## src/logic/ssrd_pkg.sv

```systemverilog
/*
  Shared types and constants for the setpoint select, ramp and dwell block.
  Assumes a 32-bit APB register bus and 16-bit signed process values.
*/
`default_nettype none

package ssrd_pkg;

  // ----------------------------------------------------------------
  // Widths and bus
  // ----------------------------------------------------------------
  localparam int DW = 16;
  localparam int GW = 10;
  localparam int PW = 7;
  localparam int AW = 8;

  localparam logic [AW-1:0] OFS_CFG    = 8'h00;
  localparam logic [AW-1:0] OFS_SETPT  = 8'h04;
  localparam logic [AW-1:0] OFS_RAMP   = 8'h08;
  localparam logic [AW-1:0] OFS_GAIN1  = 8'h0C;
  localparam logic [AW-1:0] OFS_GAIN2  = 8'h10;
  localparam logic [AW-1:0] OFS_CAP    = 8'h14;
  localparam logic [AW-1:0] OFS_STATUS = 8'h18;

  localparam logic [31:0] CFG_WMASK  = 32'h00FF_0FFF;
  localparam logic [31:0] GAIN_WMASK = 32'h3FFF_FFFF;
  localparam logic [31:0] CAP_WMASK  = 32'h0000_7F7F;
  localparam logic [PW-1:0] CAP_FULL = 7'h64;
  localparam logic [PW-1:0] PWR_ZERO = 7'h00;

  // ----------------------------------------------------------------
  // Modes and error codes
  // ----------------------------------------------------------------
  typedef enum logic [3:0] {
    EVENT_NONE, SECONDARY_SETPOINT, ALTERNATE_GAINS_SELECT,
    SETPOINT_AND_GAINS_SWITCH, RESET_ALARM_ONE, RESET_ALARM_TWO,
    RESET_ALARM_BOTH
  } ssrd_evfn_t;

  typedef enum logic [2:0] {
    SINGLE_SETPOINT, FIXED_DUAL_SETPOINT, RAMP_PER_MINUTE,
    RAMP_PER_HOUR, REMOTE_INPUT_ONE, REMOTE_INPUT_TWO
  } ssrd_spmode_t;

  typedef enum logic [1:0] {
    PV_INPUT_ONE, PV_INPUT_TWO, DIFF_ONE_MINUS_TWO, DIFF_TWO_MINUS_ONE
  } ssrd_pvmode_t;

  typedef enum logic [3:0] {
    ERR_NONE, ERR_DUAL_DWELL, ERR_SAME_INPUT_ONE, ERR_SAME_INPUT_TWO,
    ERR_DIFF_REMOTE, ERR_DIFF_UNITS
  } ssrd_err_t;

  // ----------------------------------------------------------------
  // Register layouts and internal state
  // ----------------------------------------------------------------
  typedef struct packed {
    logic [7:0]   rsvd_hi;
    logic [1:0]   input_two_decimal;
    logic [1:0]   input_two_unit;
    logic [1:0]   input_one_decimal;
    logic [1:0]   input_one_unit;
    logic [3:0]   rsvd_mid;
    logic         alarm_two_function;
    logic         alarm_one_function;
    logic         second_setpoint_format;
    ssrd_pvmode_t process_value_source_mode;
    ssrd_spmode_t setpoint_source_mode;
    ssrd_evfn_t   event_function_select;
  } ssrd_cfg_t;

  typedef struct packed {
    logic signed [DW-1:0] secondary_setpoint;
    logic signed [DW-1:0] primary_setpoint;
  } ssrd_sp_t;

  typedef struct packed {
    logic [DW-1:0] dwell_time;
    logic [DW-1:0] ramp_rate;
  } ssrd_ramp_t;

  typedef struct packed {
    logic [1:0]    rsvd;
    logic [GW-1:0] deriv;
    logic [GW-1:0] integ;
    logic [GW-1:0] prop;
  } ssrd_gain_t;

  typedef struct packed {
    logic [16:0]   rsvd_hi;
    logic [PW-1:0] out_two_power_cap;
    logic          rsvd_lo;
    logic [PW-1:0] out_one_power_cap;
  } ssrd_cap_t;

  typedef struct packed {
    logic [7:0]           rsvd;
    logic                 gain_second;
    logic                 fallback;
    logic                 alarm_two;
    logic                 alarm_one;
    ssrd_err_t            err;
    logic signed [DW-1:0] working;
  } ssrd_stat_t;

  localparam ssrd_cap_t CAP_RESET = '{rsvd_hi: '0, out_two_power_cap: CAP_FULL,
                                      rsvd_lo: 1'b0, out_one_power_cap: CAP_FULL};

  typedef struct packed {
    logic                 ev_s1;
    logic                 ev_s2;
    ssrd_cfg_t            cfg;
    ssrd_sp_t             spt;
    ssrd_ramp_t           rmp;
    ssrd_gain_t           g1;
    ssrd_gain_t           g2;
    ssrd_cap_t            cap;
    logic [31:0]          rdata;
    logic                 started;
    logic signed [DW-1:0] wsp;
    logic signed [DW-1:0] pv;
    logic signed [DW-1:0] prev_tgt;
    logic [DW-1:0]        prev_rate;
    logic [31:0]          acc;
    logic                 below;
    logic                 pv_valid;
    logic                 run;
    logic [31:0]          pre;
    logic [DW-1:0]        cnt;
    logic                 alarm1;
    logic                 alarm2;
    logic                 fallback;
    logic                 gsec;
    ssrd_err_t            err;
    ssrd_gain_t           act;
    logic [PW-1:0]        drv1;
    logic [PW-1:0]        drv2;
  } ssrd_state_t;

endpackage

`default_nettype wire

```

## src/logic/ssrd_top.sv

```systemverilog
/*
  Setpoint and gain selection, setpoint ramp, dwell timer, input routing,
  configuration checks and output power caps, with an APB register slave.
  Assumes converted inputs, sample tick, tuning results and demands come
  from logic on clk; only the event pin is asynchronous.
*/
`timescale 1ns/1ps
`default_nettype none

module ssrd_top
  import ssrd_pkg::*;
#(
  parameter int unsigned TICKS_PER_MINUTE = 60,
  parameter int unsigned TICKS_PER_HOUR   = 3600,
  parameter int unsigned DWELL_TICKS      = 60
)(
  // Clock and reset
  input  wire logic                 clk,
  input  wire logic                 rst,
  // APB slave
  input  wire logic [AW-1:0]        paddr,
  input  wire logic                 psel,
  input  wire logic                 penable,
  input  wire logic                 pwrite,
  input  wire logic [31:0]          pwdata,
  output var  logic [31:0]          prdata,
  output var  logic                 pready,
  output var  logic                 pslverr,
  // Process inputs
  input  wire logic                 sample_tick,
  input  wire logic signed [DW-1:0] input_one_value,
  input  wire logic signed [DW-1:0] input_two_value,
  input  wire logic                 remote_signal_lost,
  input  wire logic                 event_in,
  // Tuning results
  input  wire logic                 tune_done,
  input  wire logic [GW-1:0]        tune_prop,
  input  wire logic [GW-1:0]        tune_integ,
  input  wire logic [GW-1:0]        tune_deriv,
  // Output demands
  input  wire logic [PW-1:0]        auto_demand_one,
  input  wire logic [PW-1:0]        auto_demand_two,
  input  wire logic                 manual_active,
  input  wire logic [PW-1:0]        manual_one,
  input  wire logic [PW-1:0]        manual_two,
  // Results
  output var  logic signed [DW-1:0] working_setpoint,
  output var  logic signed [DW-1:0] process_value,
  output var  logic [GW-1:0]        active_prop,
  output var  logic [GW-1:0]        active_integ,
  output var  logic [GW-1:0]        active_deriv,
  output var  logic [3:0]           error_code,
  output var  logic                 alarm_one,
  output var  logic                 alarm_two,
  output var  logic                 manual_fallback,
  output var  logic [PW-1:0]        drive_one,
  output var  logic [PW-1:0]        drive_two
);

  // ----------------------------------------------------------------
  // Decoded configuration
  // ----------------------------------------------------------------
  ssrd_state_t          s;
  ssrd_state_t          n;
  logic                 ev_act;
  ssrd_evfn_t           efn;
  ssrd_spmode_t         spm;
  ssrd_pvmode_t         pvm;
  logic                 dual_ok;
  logic                 sec_sp;
  logic signed [DW-1:0] sp2_eff;
  logic                 remote1;
  logic                 remote2;
  logic signed [DW-1:0] tgt;
  logic signed [DW-1:0] pv_now;
  logic                 ramping;
  logic [31:0]          ramp_div;
  logic [31:0]          rate32;
  logic                 gsec;
  logic                 clr1;
  logic                 clr2;
  logic                 dwell_en;
  logic                 reach;
  logic                 apb_wr;
  logic                 mapped;
  ssrd_err_t            err_now;
  logic [PW-1:0]        cap1_w;
  logic [PW-1:0]        cap2_w;

  // Only the second stage of the event synchroniser is looked at.
  assign ev_act   = s.ev_s2;
  assign efn      = s.cfg.event_function_select;
  assign spm      = s.cfg.setpoint_source_mode;
  assign pvm      = s.cfg.process_value_source_mode;
  assign dual_ok  = (spm == FIXED_DUAL_SETPOINT) || (spm == RAMP_PER_MINUTE)
                    || (spm == RAMP_PER_HOUR);
  assign sec_sp   = ev_act && dual_ok && ((efn == SECONDARY_SETPOINT)
                    || (efn == SETPOINT_AND_GAINS_SWITCH));
  assign sp2_eff  = s.cfg.second_setpoint_format
                    ? s.spt.primary_setpoint + s.spt.secondary_setpoint
                    : s.spt.secondary_setpoint;
  assign remote1  = (spm == REMOTE_INPUT_ONE);
  assign remote2  = (spm == REMOTE_INPUT_TWO);
  assign tgt      = remote1 ? input_one_value
                  : remote2 ? input_two_value
                  : sec_sp  ? sp2_eff
                  : s.spt.primary_setpoint;
  assign ramping  = ((spm == RAMP_PER_MINUTE) || (spm == RAMP_PER_HOUR))
                    && (s.rmp.ramp_rate != '0);
  assign ramp_div = (spm == RAMP_PER_HOUR) ? 32'(TICKS_PER_HOUR)
                                           : 32'(TICKS_PER_MINUTE);
  assign rate32   = 32'(s.rmp.ramp_rate);
  assign gsec     = ev_act && ((efn == ALTERNATE_GAINS_SELECT)
                    || (efn == SETPOINT_AND_GAINS_SWITCH));
  assign clr1     = ev_act && ((efn == RESET_ALARM_ONE) || (efn == RESET_ALARM_BOTH));
  assign clr2     = ev_act && ((efn == RESET_ALARM_TWO) || (efn == RESET_ALARM_BOTH));
  assign dwell_en = s.cfg.alarm_one_function ^ s.cfg.alarm_two_function;
  assign cap1_w   = s.cap.out_one_power_cap;
  assign cap2_w   = s.cap.out_two_power_cap;

  always_comb
  begin
    unique case (pvm)
      PV_INPUT_ONE:       pv_now = input_one_value;
      PV_INPUT_TWO:       pv_now = input_two_value;
      DIFF_ONE_MINUS_TWO: pv_now = input_one_value - input_two_value;
      DIFF_TWO_MINUS_ONE: pv_now = input_two_value - input_one_value;
    endcase
  end

  // Crossing in either direction counts, so a sample that jumps past
  // the working setpoint between ticks still arms the timer.
  assign reach = s.pv_valid && ((pv_now == s.wsp)
                 || ((pv_now < s.wsp) != s.below));

  // ----------------------------------------------------------------
  // Configuration checks, in priority order
  // ----------------------------------------------------------------
  always_comb
  begin
    err_now = ERR_NONE;
    if (s.cfg.alarm_one_function && s.cfg.alarm_two_function)
      err_now = ERR_DUAL_DWELL;
    else if (remote1 && (pvm == PV_INPUT_ONE))
      err_now = ERR_SAME_INPUT_ONE;
    else if (remote2 && (pvm == PV_INPUT_TWO))
      err_now = ERR_SAME_INPUT_TWO;
    else if ((remote1 || remote2) && pvm[1])
      err_now = ERR_DIFF_REMOTE;
    else if (pvm[1] && ((s.cfg.input_one_unit != s.cfg.input_two_unit)
             || (s.cfg.input_one_decimal != s.cfg.input_two_decimal)))
      err_now = ERR_DIFF_UNITS;
  end

  // ----------------------------------------------------------------
  // APB decode
  // ----------------------------------------------------------------
  assign apb_wr  = psel && penable && pwrite;
  assign mapped  = (paddr == OFS_CFG) || (paddr == OFS_SETPT) || (paddr == OFS_RAMP)
                   || (paddr == OFS_GAIN1) || (paddr == OFS_GAIN2)
                   || (paddr == OFS_CAP) || (paddr == OFS_STATUS);
  assign pready  = 1'b1;
  assign pslverr = psel && penable && !mapped;

  // ----------------------------------------------------------------
  // Next state
  // ----------------------------------------------------------------
  always_comb
  begin
    logic       fire;
    logic       chan_clr;
    logic       chan_alarm;
    ssrd_stat_t st;
    fire       = 1'b0;
    chan_clr   = s.cfg.alarm_one_function ? clr1 : clr2;
    chan_alarm = s.cfg.alarm_one_function ? s.alarm1 : s.alarm2;
    st         = '{rsvd: '0, gain_second: s.gsec, fallback: s.fallback,
                   alarm_two: s.alarm2, alarm_one: s.alarm1, err: s.err,
                   working: s.wsp};
    n       = s;
    n.ev_s1 = event_in;
    n.ev_s2 = s.ev_s1;

    // Register writes take effect at the access edge.
    if (apb_wr)
    begin
      unique case (paddr)
        OFS_CFG:   n.cfg = ssrd_cfg_t'(pwdata & CFG_WMASK);
        OFS_SETPT: n.spt = ssrd_sp_t'(pwdata);
        OFS_RAMP:  n.rmp = ssrd_ramp_t'(pwdata);
        OFS_GAIN1: n.g1  = ssrd_gain_t'(pwdata & GAIN_WMASK);
        OFS_GAIN2: n.g2  = ssrd_gain_t'(pwdata & GAIN_WMASK);
        OFS_CAP:   n.cap = ssrd_cap_t'(pwdata & CAP_WMASK);
        default:   ;
      endcase
      if (n.cap.out_one_power_cap > CAP_FULL)
        n.cap.out_one_power_cap = CAP_FULL;
      if (n.cap.out_two_power_cap > CAP_FULL)
        n.cap.out_two_power_cap = CAP_FULL;
    end

    // Tuning results win over a software write in the same cycle.
    if (tune_done)
    begin
      if (gsec)
        n.g2 = '{rsvd: '0, deriv: tune_deriv, integ: tune_integ, prop: tune_prop};
      else
        n.g1 = '{rsvd: '0, deriv: tune_deriv, integ: tune_integ, prop: tune_prop};
    end

    // Read data is captured in the setup cycle, so no wait state is needed.
    if (psel && !penable)
    begin
      unique case (paddr)
        OFS_CFG:    n.rdata = s.cfg;
        OFS_SETPT:  n.rdata = s.spt;
        OFS_RAMP:   n.rdata = s.rmp;
        OFS_GAIN1:  n.rdata = s.g1;
        OFS_GAIN2:  n.rdata = s.g2;
        OFS_CAP:    n.rdata = s.cap;
        OFS_STATUS: n.rdata = st;
        default:    n.rdata = '0;
      endcase
    end

    // Setpoint ramp; one LSB per tick at most, so rates above the tick
    // rate are limited to the tick rate.
    if (!s.started || (tgt != s.prev_tgt) || (s.rmp.ramp_rate != s.prev_rate))
    begin
      n.started   = 1'b1;
      n.wsp       = pv_now;
      n.prev_tgt  = tgt;
      n.prev_rate = s.rmp.ramp_rate;
      n.acc       = '0;
    end
    else if (sample_tick && (s.wsp != tgt))
    begin
      if (s.acc + rate32 >= ramp_div)
      begin
        n.acc = s.acc + rate32 - ramp_div;
        n.wsp = (s.wsp < tgt) ? s.wsp + 16'sh0001 : s.wsp - 16'sh0001;
      end
      else
        n.acc = s.acc + rate32;
    end
    if (!ramping)
    begin
      n.wsp = tgt;
      n.acc = '0;
    end

    // Reach detection history.
    if (sample_tick)
    begin
      n.pv_valid = 1'b1;
      n.below    = (pv_now < s.wsp);
    end

    // Dwell timer on whichever channel holds the dwell function.
    if (!dwell_en || chan_clr)
    begin
      n.run = 1'b0;
      n.pre = '0;
      n.cnt = '0;
    end
    else if (!s.run)
    begin
      if (sample_tick && reach && !chan_alarm)
      begin
        n.run = 1'b1;
        n.pre = '0;
        n.cnt = '0;
      end
    end
    else if (s.cnt >= s.rmp.dwell_time)
    begin
      // Live comparison against the register, so an edit only moves expiry.
      fire  = 1'b1;
      n.run = 1'b0;
    end
    else if (sample_tick)
    begin
      if (s.pre == 32'(DWELL_TICKS - 1))
      begin
        n.pre = '0;
        n.cnt = s.cnt + 16'h0001;
      end
      else
        n.pre = s.pre + 32'h0000_0001;
    end

    if (clr1)
      n.alarm1 = 1'b0;
    if (clr2)
      n.alarm2 = 1'b0;
    if (fire && s.cfg.alarm_one_function)
      n.alarm1 = 1'b1;
    if (fire && s.cfg.alarm_two_function)
      n.alarm2 = 1'b1;

    n.err      = err_now;
    n.pv       = pv_now;
    n.gsec     = gsec;
    n.act      = gsec ? s.g2 : s.g1;
    n.fallback = (remote1 || remote2) && remote_signal_lost;

    if (n.fallback)
    begin
      n.drv1 = PWR_ZERO;
      n.drv2 = PWR_ZERO;
    end
    else if (manual_active)
    begin
      n.drv1 = manual_one;
      n.drv2 = manual_two;
    end
    else
    begin
      n.drv1 = (auto_demand_one > cap1_w) ? cap1_w : auto_demand_one;
      n.drv2 = (auto_demand_two > cap2_w) ? cap2_w : auto_demand_two;
    end
  end

  always_ff @(posedge clk)
  begin
    if (rst)
    begin
      s     <= '0;
      s.cap <= CAP_RESET;
    end
    else
      s <= n;
  end

  // ----------------------------------------------------------------
  // Outputs
  // ----------------------------------------------------------------
  assign prdata           = s.rdata;
  assign working_setpoint = s.wsp;
  assign process_value    = s.pv;
  assign active_prop      = s.act.prop;
  assign active_integ     = s.act.integ;
  assign active_deriv     = s.act.deriv;
  assign error_code       = s.err;
  assign alarm_one        = s.alarm1;
  assign alarm_two        = s.alarm2;
  assign manual_fallback  = s.fallback;
  assign drive_one        = s.drv1;
  assign drive_two        = s.drv2;

  // ----------------------------------------------------------------
  // Checks
  // ----------------------------------------------------------------
  a_fallback_zero: assert property (@(posedge clk) disable iff (rst)
    manual_fallback |-> (drive_one == PWR_ZERO) && (drive_two == PWR_ZERO))
    else $error("output not zero on remote loss");

  a_cap_one_limit: assert property (@(posedge clk) disable iff (rst)
    (!manual_fallback && !$past(manual_active)) |-> (drive_one <= $past(cap1_w)))
    else $error("output one exceeds its cap");

  a_manual_unclamped: assert property (@(posedge clk) disable iff (rst)
    (!manual_fallback && $past(manual_active)) |-> (drive_two == $past(manual_two)))
    else $error("manual value altered");

  a_dual_dwell_err: assert property (@(posedge clk) disable iff (rst)
    (s.cfg.alarm_one_function && s.cfg.alarm_two_function)
    |=> (error_code == ERR_DUAL_DWELL) && !s.run)
    else $error("dual dwell not rejected");

  a_same_input_err: assert property (@(posedge clk) disable iff (rst)
    (remote2 && (pvm == PV_INPUT_TWO) && !dwell_en && !s.cfg.alarm_one_function)
    |=> (error_code == ERR_SAME_INPUT_TWO))
    else $error("same input two not flagged");

  a_alarm_latched: assert property (@(posedge clk) disable iff (rst)
    (alarm_one && !clr1) |=> alarm_one)
    else $error("dwell alarm dropped");

  a_ramp_off_follow: assert property (@(posedge clk) disable iff (rst)
    !ramping |=> (working_setpoint == $past(tgt)))
    else $error("working setpoint not following target");

  a_ramp_step_bound: assert property (@(posedge clk) disable iff (rst)
    (ramping && s.started && (tgt == s.prev_tgt) && (s.rmp.ramp_rate == s.prev_rate))
    ##1 (ramping && $stable(tgt) && $stable(s.rmp.ramp_rate))
    |-> ((working_setpoint - $past(working_setpoint)) inside {-16'sd1, 16'sd0, 16'sd1}))
    else $error("ramp moved more than one step");

  a_gain_second: assert property (@(posedge clk) disable iff (rst)
    gsec |=> (active_prop == $past(s.g2.prop)) && (active_deriv == $past(s.g2.deriv)))
    else $error("second gain set not applied");

  a_tune_first: assert property (@(posedge clk) disable iff (rst)
    (tune_done && !gsec) |=> (s.g1.prop == $past(tune_prop)) ##1 (active_prop == s.g1.prop
    || $past(gsec)))
    else $error("tuning not stored in first set");

  a_diff_value: assert property (@(posedge clk) disable iff (rst)
    (pvm == DIFF_ONE_MINUS_TWO)
    |=> (process_value == ($past(input_one_value) - $past(input_two_value))))
    else $error("differential value wrong");

endmodule

`default_nettype wire

```

## config.mk

```make
export PLATFORM = sky130hd
export DESIGN_NAME = ssrd_top
export DESIGN_NICKNAME = d
export VERILOG_FILES = /design/src/logic/ssrd_pkg.sv /design/src/logic/ssrd_top.sv
export SDC_FILE = /design/constraint.sdc
export NUM_CORES = 1
export LEC_CHECK = 0
export CAP_MARGIN = 20
export CORE_ASPECT_RATIO = 1.1
export CORE_MARGIN = 5
export CORE_UTILIZATION = 67
export CTS_CLUSTER_DIAMETER = 200
export DETAILED_ROUTE_END_ITERATION = 12
export DONT_BUFFER_PORTS = 1
export PLACE_DENSITY = 0.89
export SLEW_MARGIN = 40
export SYNTH_ARGS = -nofsm -noshare
export SYNTH_HDL_FRONTEND = slang
export SYNTH_SLANG_ARGS = --single-unit
```

## constraint.sdc

```tcl
create_clock -name clk -period 10.1 [get_ports clk]
set_input_delay 2.02 -clock clk [delete_from_list [all_inputs] [get_ports clk]]
set_output_delay 2.02 -clock clk [all_outputs]
set_load 0.05 [all_outputs]
```

==> results.cfg <==
[global_route]
busiest_layer = met2
grt_pass1_wl_um = 134300
met3_usage = 0.1188
antenna_found_initial = 2
grt_max_degree = 270
met1_usage = 0.5109
grt_pass1_vias = 23102
grt.total_usage = 0.3995
met2_usage = 0.6129
grt-ovfl-total = 0

[floorplanning]
die_area_sq_um = 41950
fp.dieH_um = 214.3
die_w_um = 195.7
pin_count = 257
core_area_sq_um = 37310
initial_core_util = 0.6814
rows = 74

[clocking]
tritoncts = done
cts_buffers = 41
clock_sinks = 395
postCtsResizedCells = 0
clk_latency_ns = 0.59
cts-hold-fix-buffers = 0
htree_levels = 2
clk_pin_slew_ns = 0.07
post_cts_buffers = 0
clock_path_buffers = 3
root_buffer = clkbuf_16

[sta]
rsz0062_at_grt = false
worst_pin_slew_ns = 0.9343
finalCritPeriodShare = 0.7525
setup_viol = 0
fin_hold_ws_ns = 0.4677
hold_violations = 0
slew_headroom = 0.3706
fin_worst_skew_ns = 0.01515
fin_crit_ns = 7.600
timing.fmax_mhz = 131.6
fin_ws_ns = 2.500
drv_slew = 0
tns_ns = 0

[synth]
synth_seq_cells = 395
synth_ff_type = dfxtp_1
mappedNetlistArea_sq_um = 25430
synth_warnings = 0
avgSynthCellArea_sq_um = 7.747
synth_cells = 3282
ys_seq_area_frac = 0.3110
synthDistinctLibCells = 86
synth_nets = 3560
synth_enable_flop_cells = 0
synthArstFlopShare = 0

[worst_hold_path]
min_from = n[426]$_SDFF_PP0_
holdPathEnd = ev_act$_SDFF_PP0_
min_path_type = reg -> reg
hold_depth = 1

[drt]
viasPerCell = 6.892
drtAntennaViolNets = 0
avgRoutedWirePerCell_um = 24.93
routed_wl_um = 89340
num_vias = 24702
drtIter0Drc = 2900
dr.pass1.iters = 9
drt_drc_violations_left = 0

[power_and_ir_drop]
intPower_mw = 2.588
power_mw = 3.481
seq_power_share = 0.479
swShare = 0.2563
switchingPower_mw = 0.8922
combPwrFrac = 0.058
peakVddDrop_uv = 156.3
powerDensity_nw_per_um2 = 132.5
power_frac_clock = 0.464
p_leak_nw = 9.521

[setup_path]
critPathArrivalTime_ns = 8.11
worstPathMaxFanout = 32
endpoint_kind = register
crit_type = in -> reg
rr_startpoint = s[363]$_SDFFE_PP0P_
crit_required_ns = 10.61
reg2regPathDepth = 24
r2r-end = working_setpoint[6]$_SDFFE_PP0P_
crit_path_start_kind = input port
r2r_setup_slack_ns = 3.09

[layout]
final_cell_mix = nand2_1, dfxtp_1, nor2_1
nets = 3334
layout-drive-gt1-share = 0.05572
final_common_cell = nand2_1
final_cells = 3584
syn_to_final_growth_pct = 3.331

[place]
place_ws_ns = 2.033
place_inst = 3507
io_buffer_count = 0
gp_congestion = 1.005
place_hpwl_um = 64750

[job]
maxCapViolations = 0

[status]
status = completed
-- flip-flops by register name, summed over array words and instances (netlist names), 10 cells and up --
signal	cells
working_setpoint	16
prdata	32
s	240
active_integ	10
active_deriv	10
active_prop	10
rate32	16
process_value	16
-- stage by stage --
step             util  cell area, sq um
6_report       0.7041             26270
2_1_floorplan       -             25430
4_1_cts        0.7037             26260
5_1_grt        0.7039             26270
3_5_place_dp   0.6655             24830
3_3_place_gp   0.6640             24780
-- cell usage after synthesis, types with 40 or more instances --
cell type / instances / area (sq um)
buf_4: 116 / 870.8
clkbuf_1: 162 / 608.1
a211oi_1: 106 / 795.8
inv_1: 133 / 499.2
xnor2_1: 118 / 1033
nand4_1: 54 / 337.8
nor2_1: 365 / 1370
nor3_1: 64 / 320.3
nand3_1: 83 / 415.4
nor2b_1: 40 / 250.2
ha_1: 133 / 1664
dfxtp_1: 395 / 7908
a21oi_1: 288 / 1441
nand2_1: 398 / 1494
mux2i_1: 136 / 1361
o21ai_0: 116 / 580.6
-- how the worst max path moves through the flow --
stage	startpoint	end	slack [ns]	cells after the start
4_1_cts	input_two_value[0]	s[55]$_SDFFE_PP0P_	2.58	27
6_report	input_two_value[0]	s[55]$_SDFFE_PP0P_	2.50	27
3_5_place_dp	input_two_value[0]	s[55]$_SDFFE_PP0P_	2.03	27
3_3_place_gp	input_two_value[0]	s[55]$_SDFFE_PP0P_	2.00	27
2_1_floorplan	input_two_value[0]	s[65]$_SDFFE_PP0P_	3.34	29
5_1_grt	input_one_value[0]	s[55]$_SDFFE_PP0P_	2.28	26
-- per-layer routing --
layer	vias up	wire length, um	share of wire
met2	1591	39100	0.44
met3	364	11590	0.13
met1	11658	33190	0.37
met5	-	0	0
li1	11089	-	-
met4	0	5460	0.061
-- area by class of cell --
cell class,instances,area [sq um]
antenna,3,7.507
multi-input combinational,2448,15530
fill,2935,11040
sequential,395,7914
timing repair buffer,36,270.3
clock buffer,54,1155
tap,494,618.1
inverter,134,503.0
clock inverter,20,271.5
-- power groups by stage --
stage	Combinational [mW]	Sequential [mW]	Clock, mW
floorplan	0.257	1.63	0
global placement	0.190	1.70	0
detailed placement	0.195	1.70	0
CTS	0.197	1.66	1.61
global route	0.220	1.67	1.68
finish	0.201	1.67	1.61
-- critical path, stage by stage --
cell and delay (ns):
inv_1 0.03, ha_1 0.16, inv_1 0.06, fa_1 0.39, a21o_1 0.21, a211oi_1 0.28
nor2_1 0.10, o41a_1 0.38, nor2b_1 0.16, o31a_1 0.29, nor2_1 0.09, a22oi_1 0.08
xor2_1 0.18, nand2_1 0.07, o21ai_0 0.34, ha_1 0.45, nand4_1 0.10, nor2_1 0.19
nand3_1 0.13, o21bai_1 0.18, a31oi_1 0.26, xnor2_1 0.11, o21ai_1 0.50, a21o_1 0.71
o21ai_1 0.14, buf_4 0.27, o22ai_1 0.22
-- logic make-up after synthesis --
| group | after synthesis | synth area share |
|---|---|---|
| compound gates | 816 | 0.2093 |
| xor+xnor | 155 | 0.05339 |
| fa+ha+maj | 138 | 0.06938 |
| buf+inv | 439 | 0.08252 |
| flops | 395 | 0.3110 |
| mux | 145 | 0.05797 |
| other cells | 2 | 0.0002954 |
| simple gates | 1192 | 0.2162 |
No activity file was read; power rests on OpenSTA's default activity.
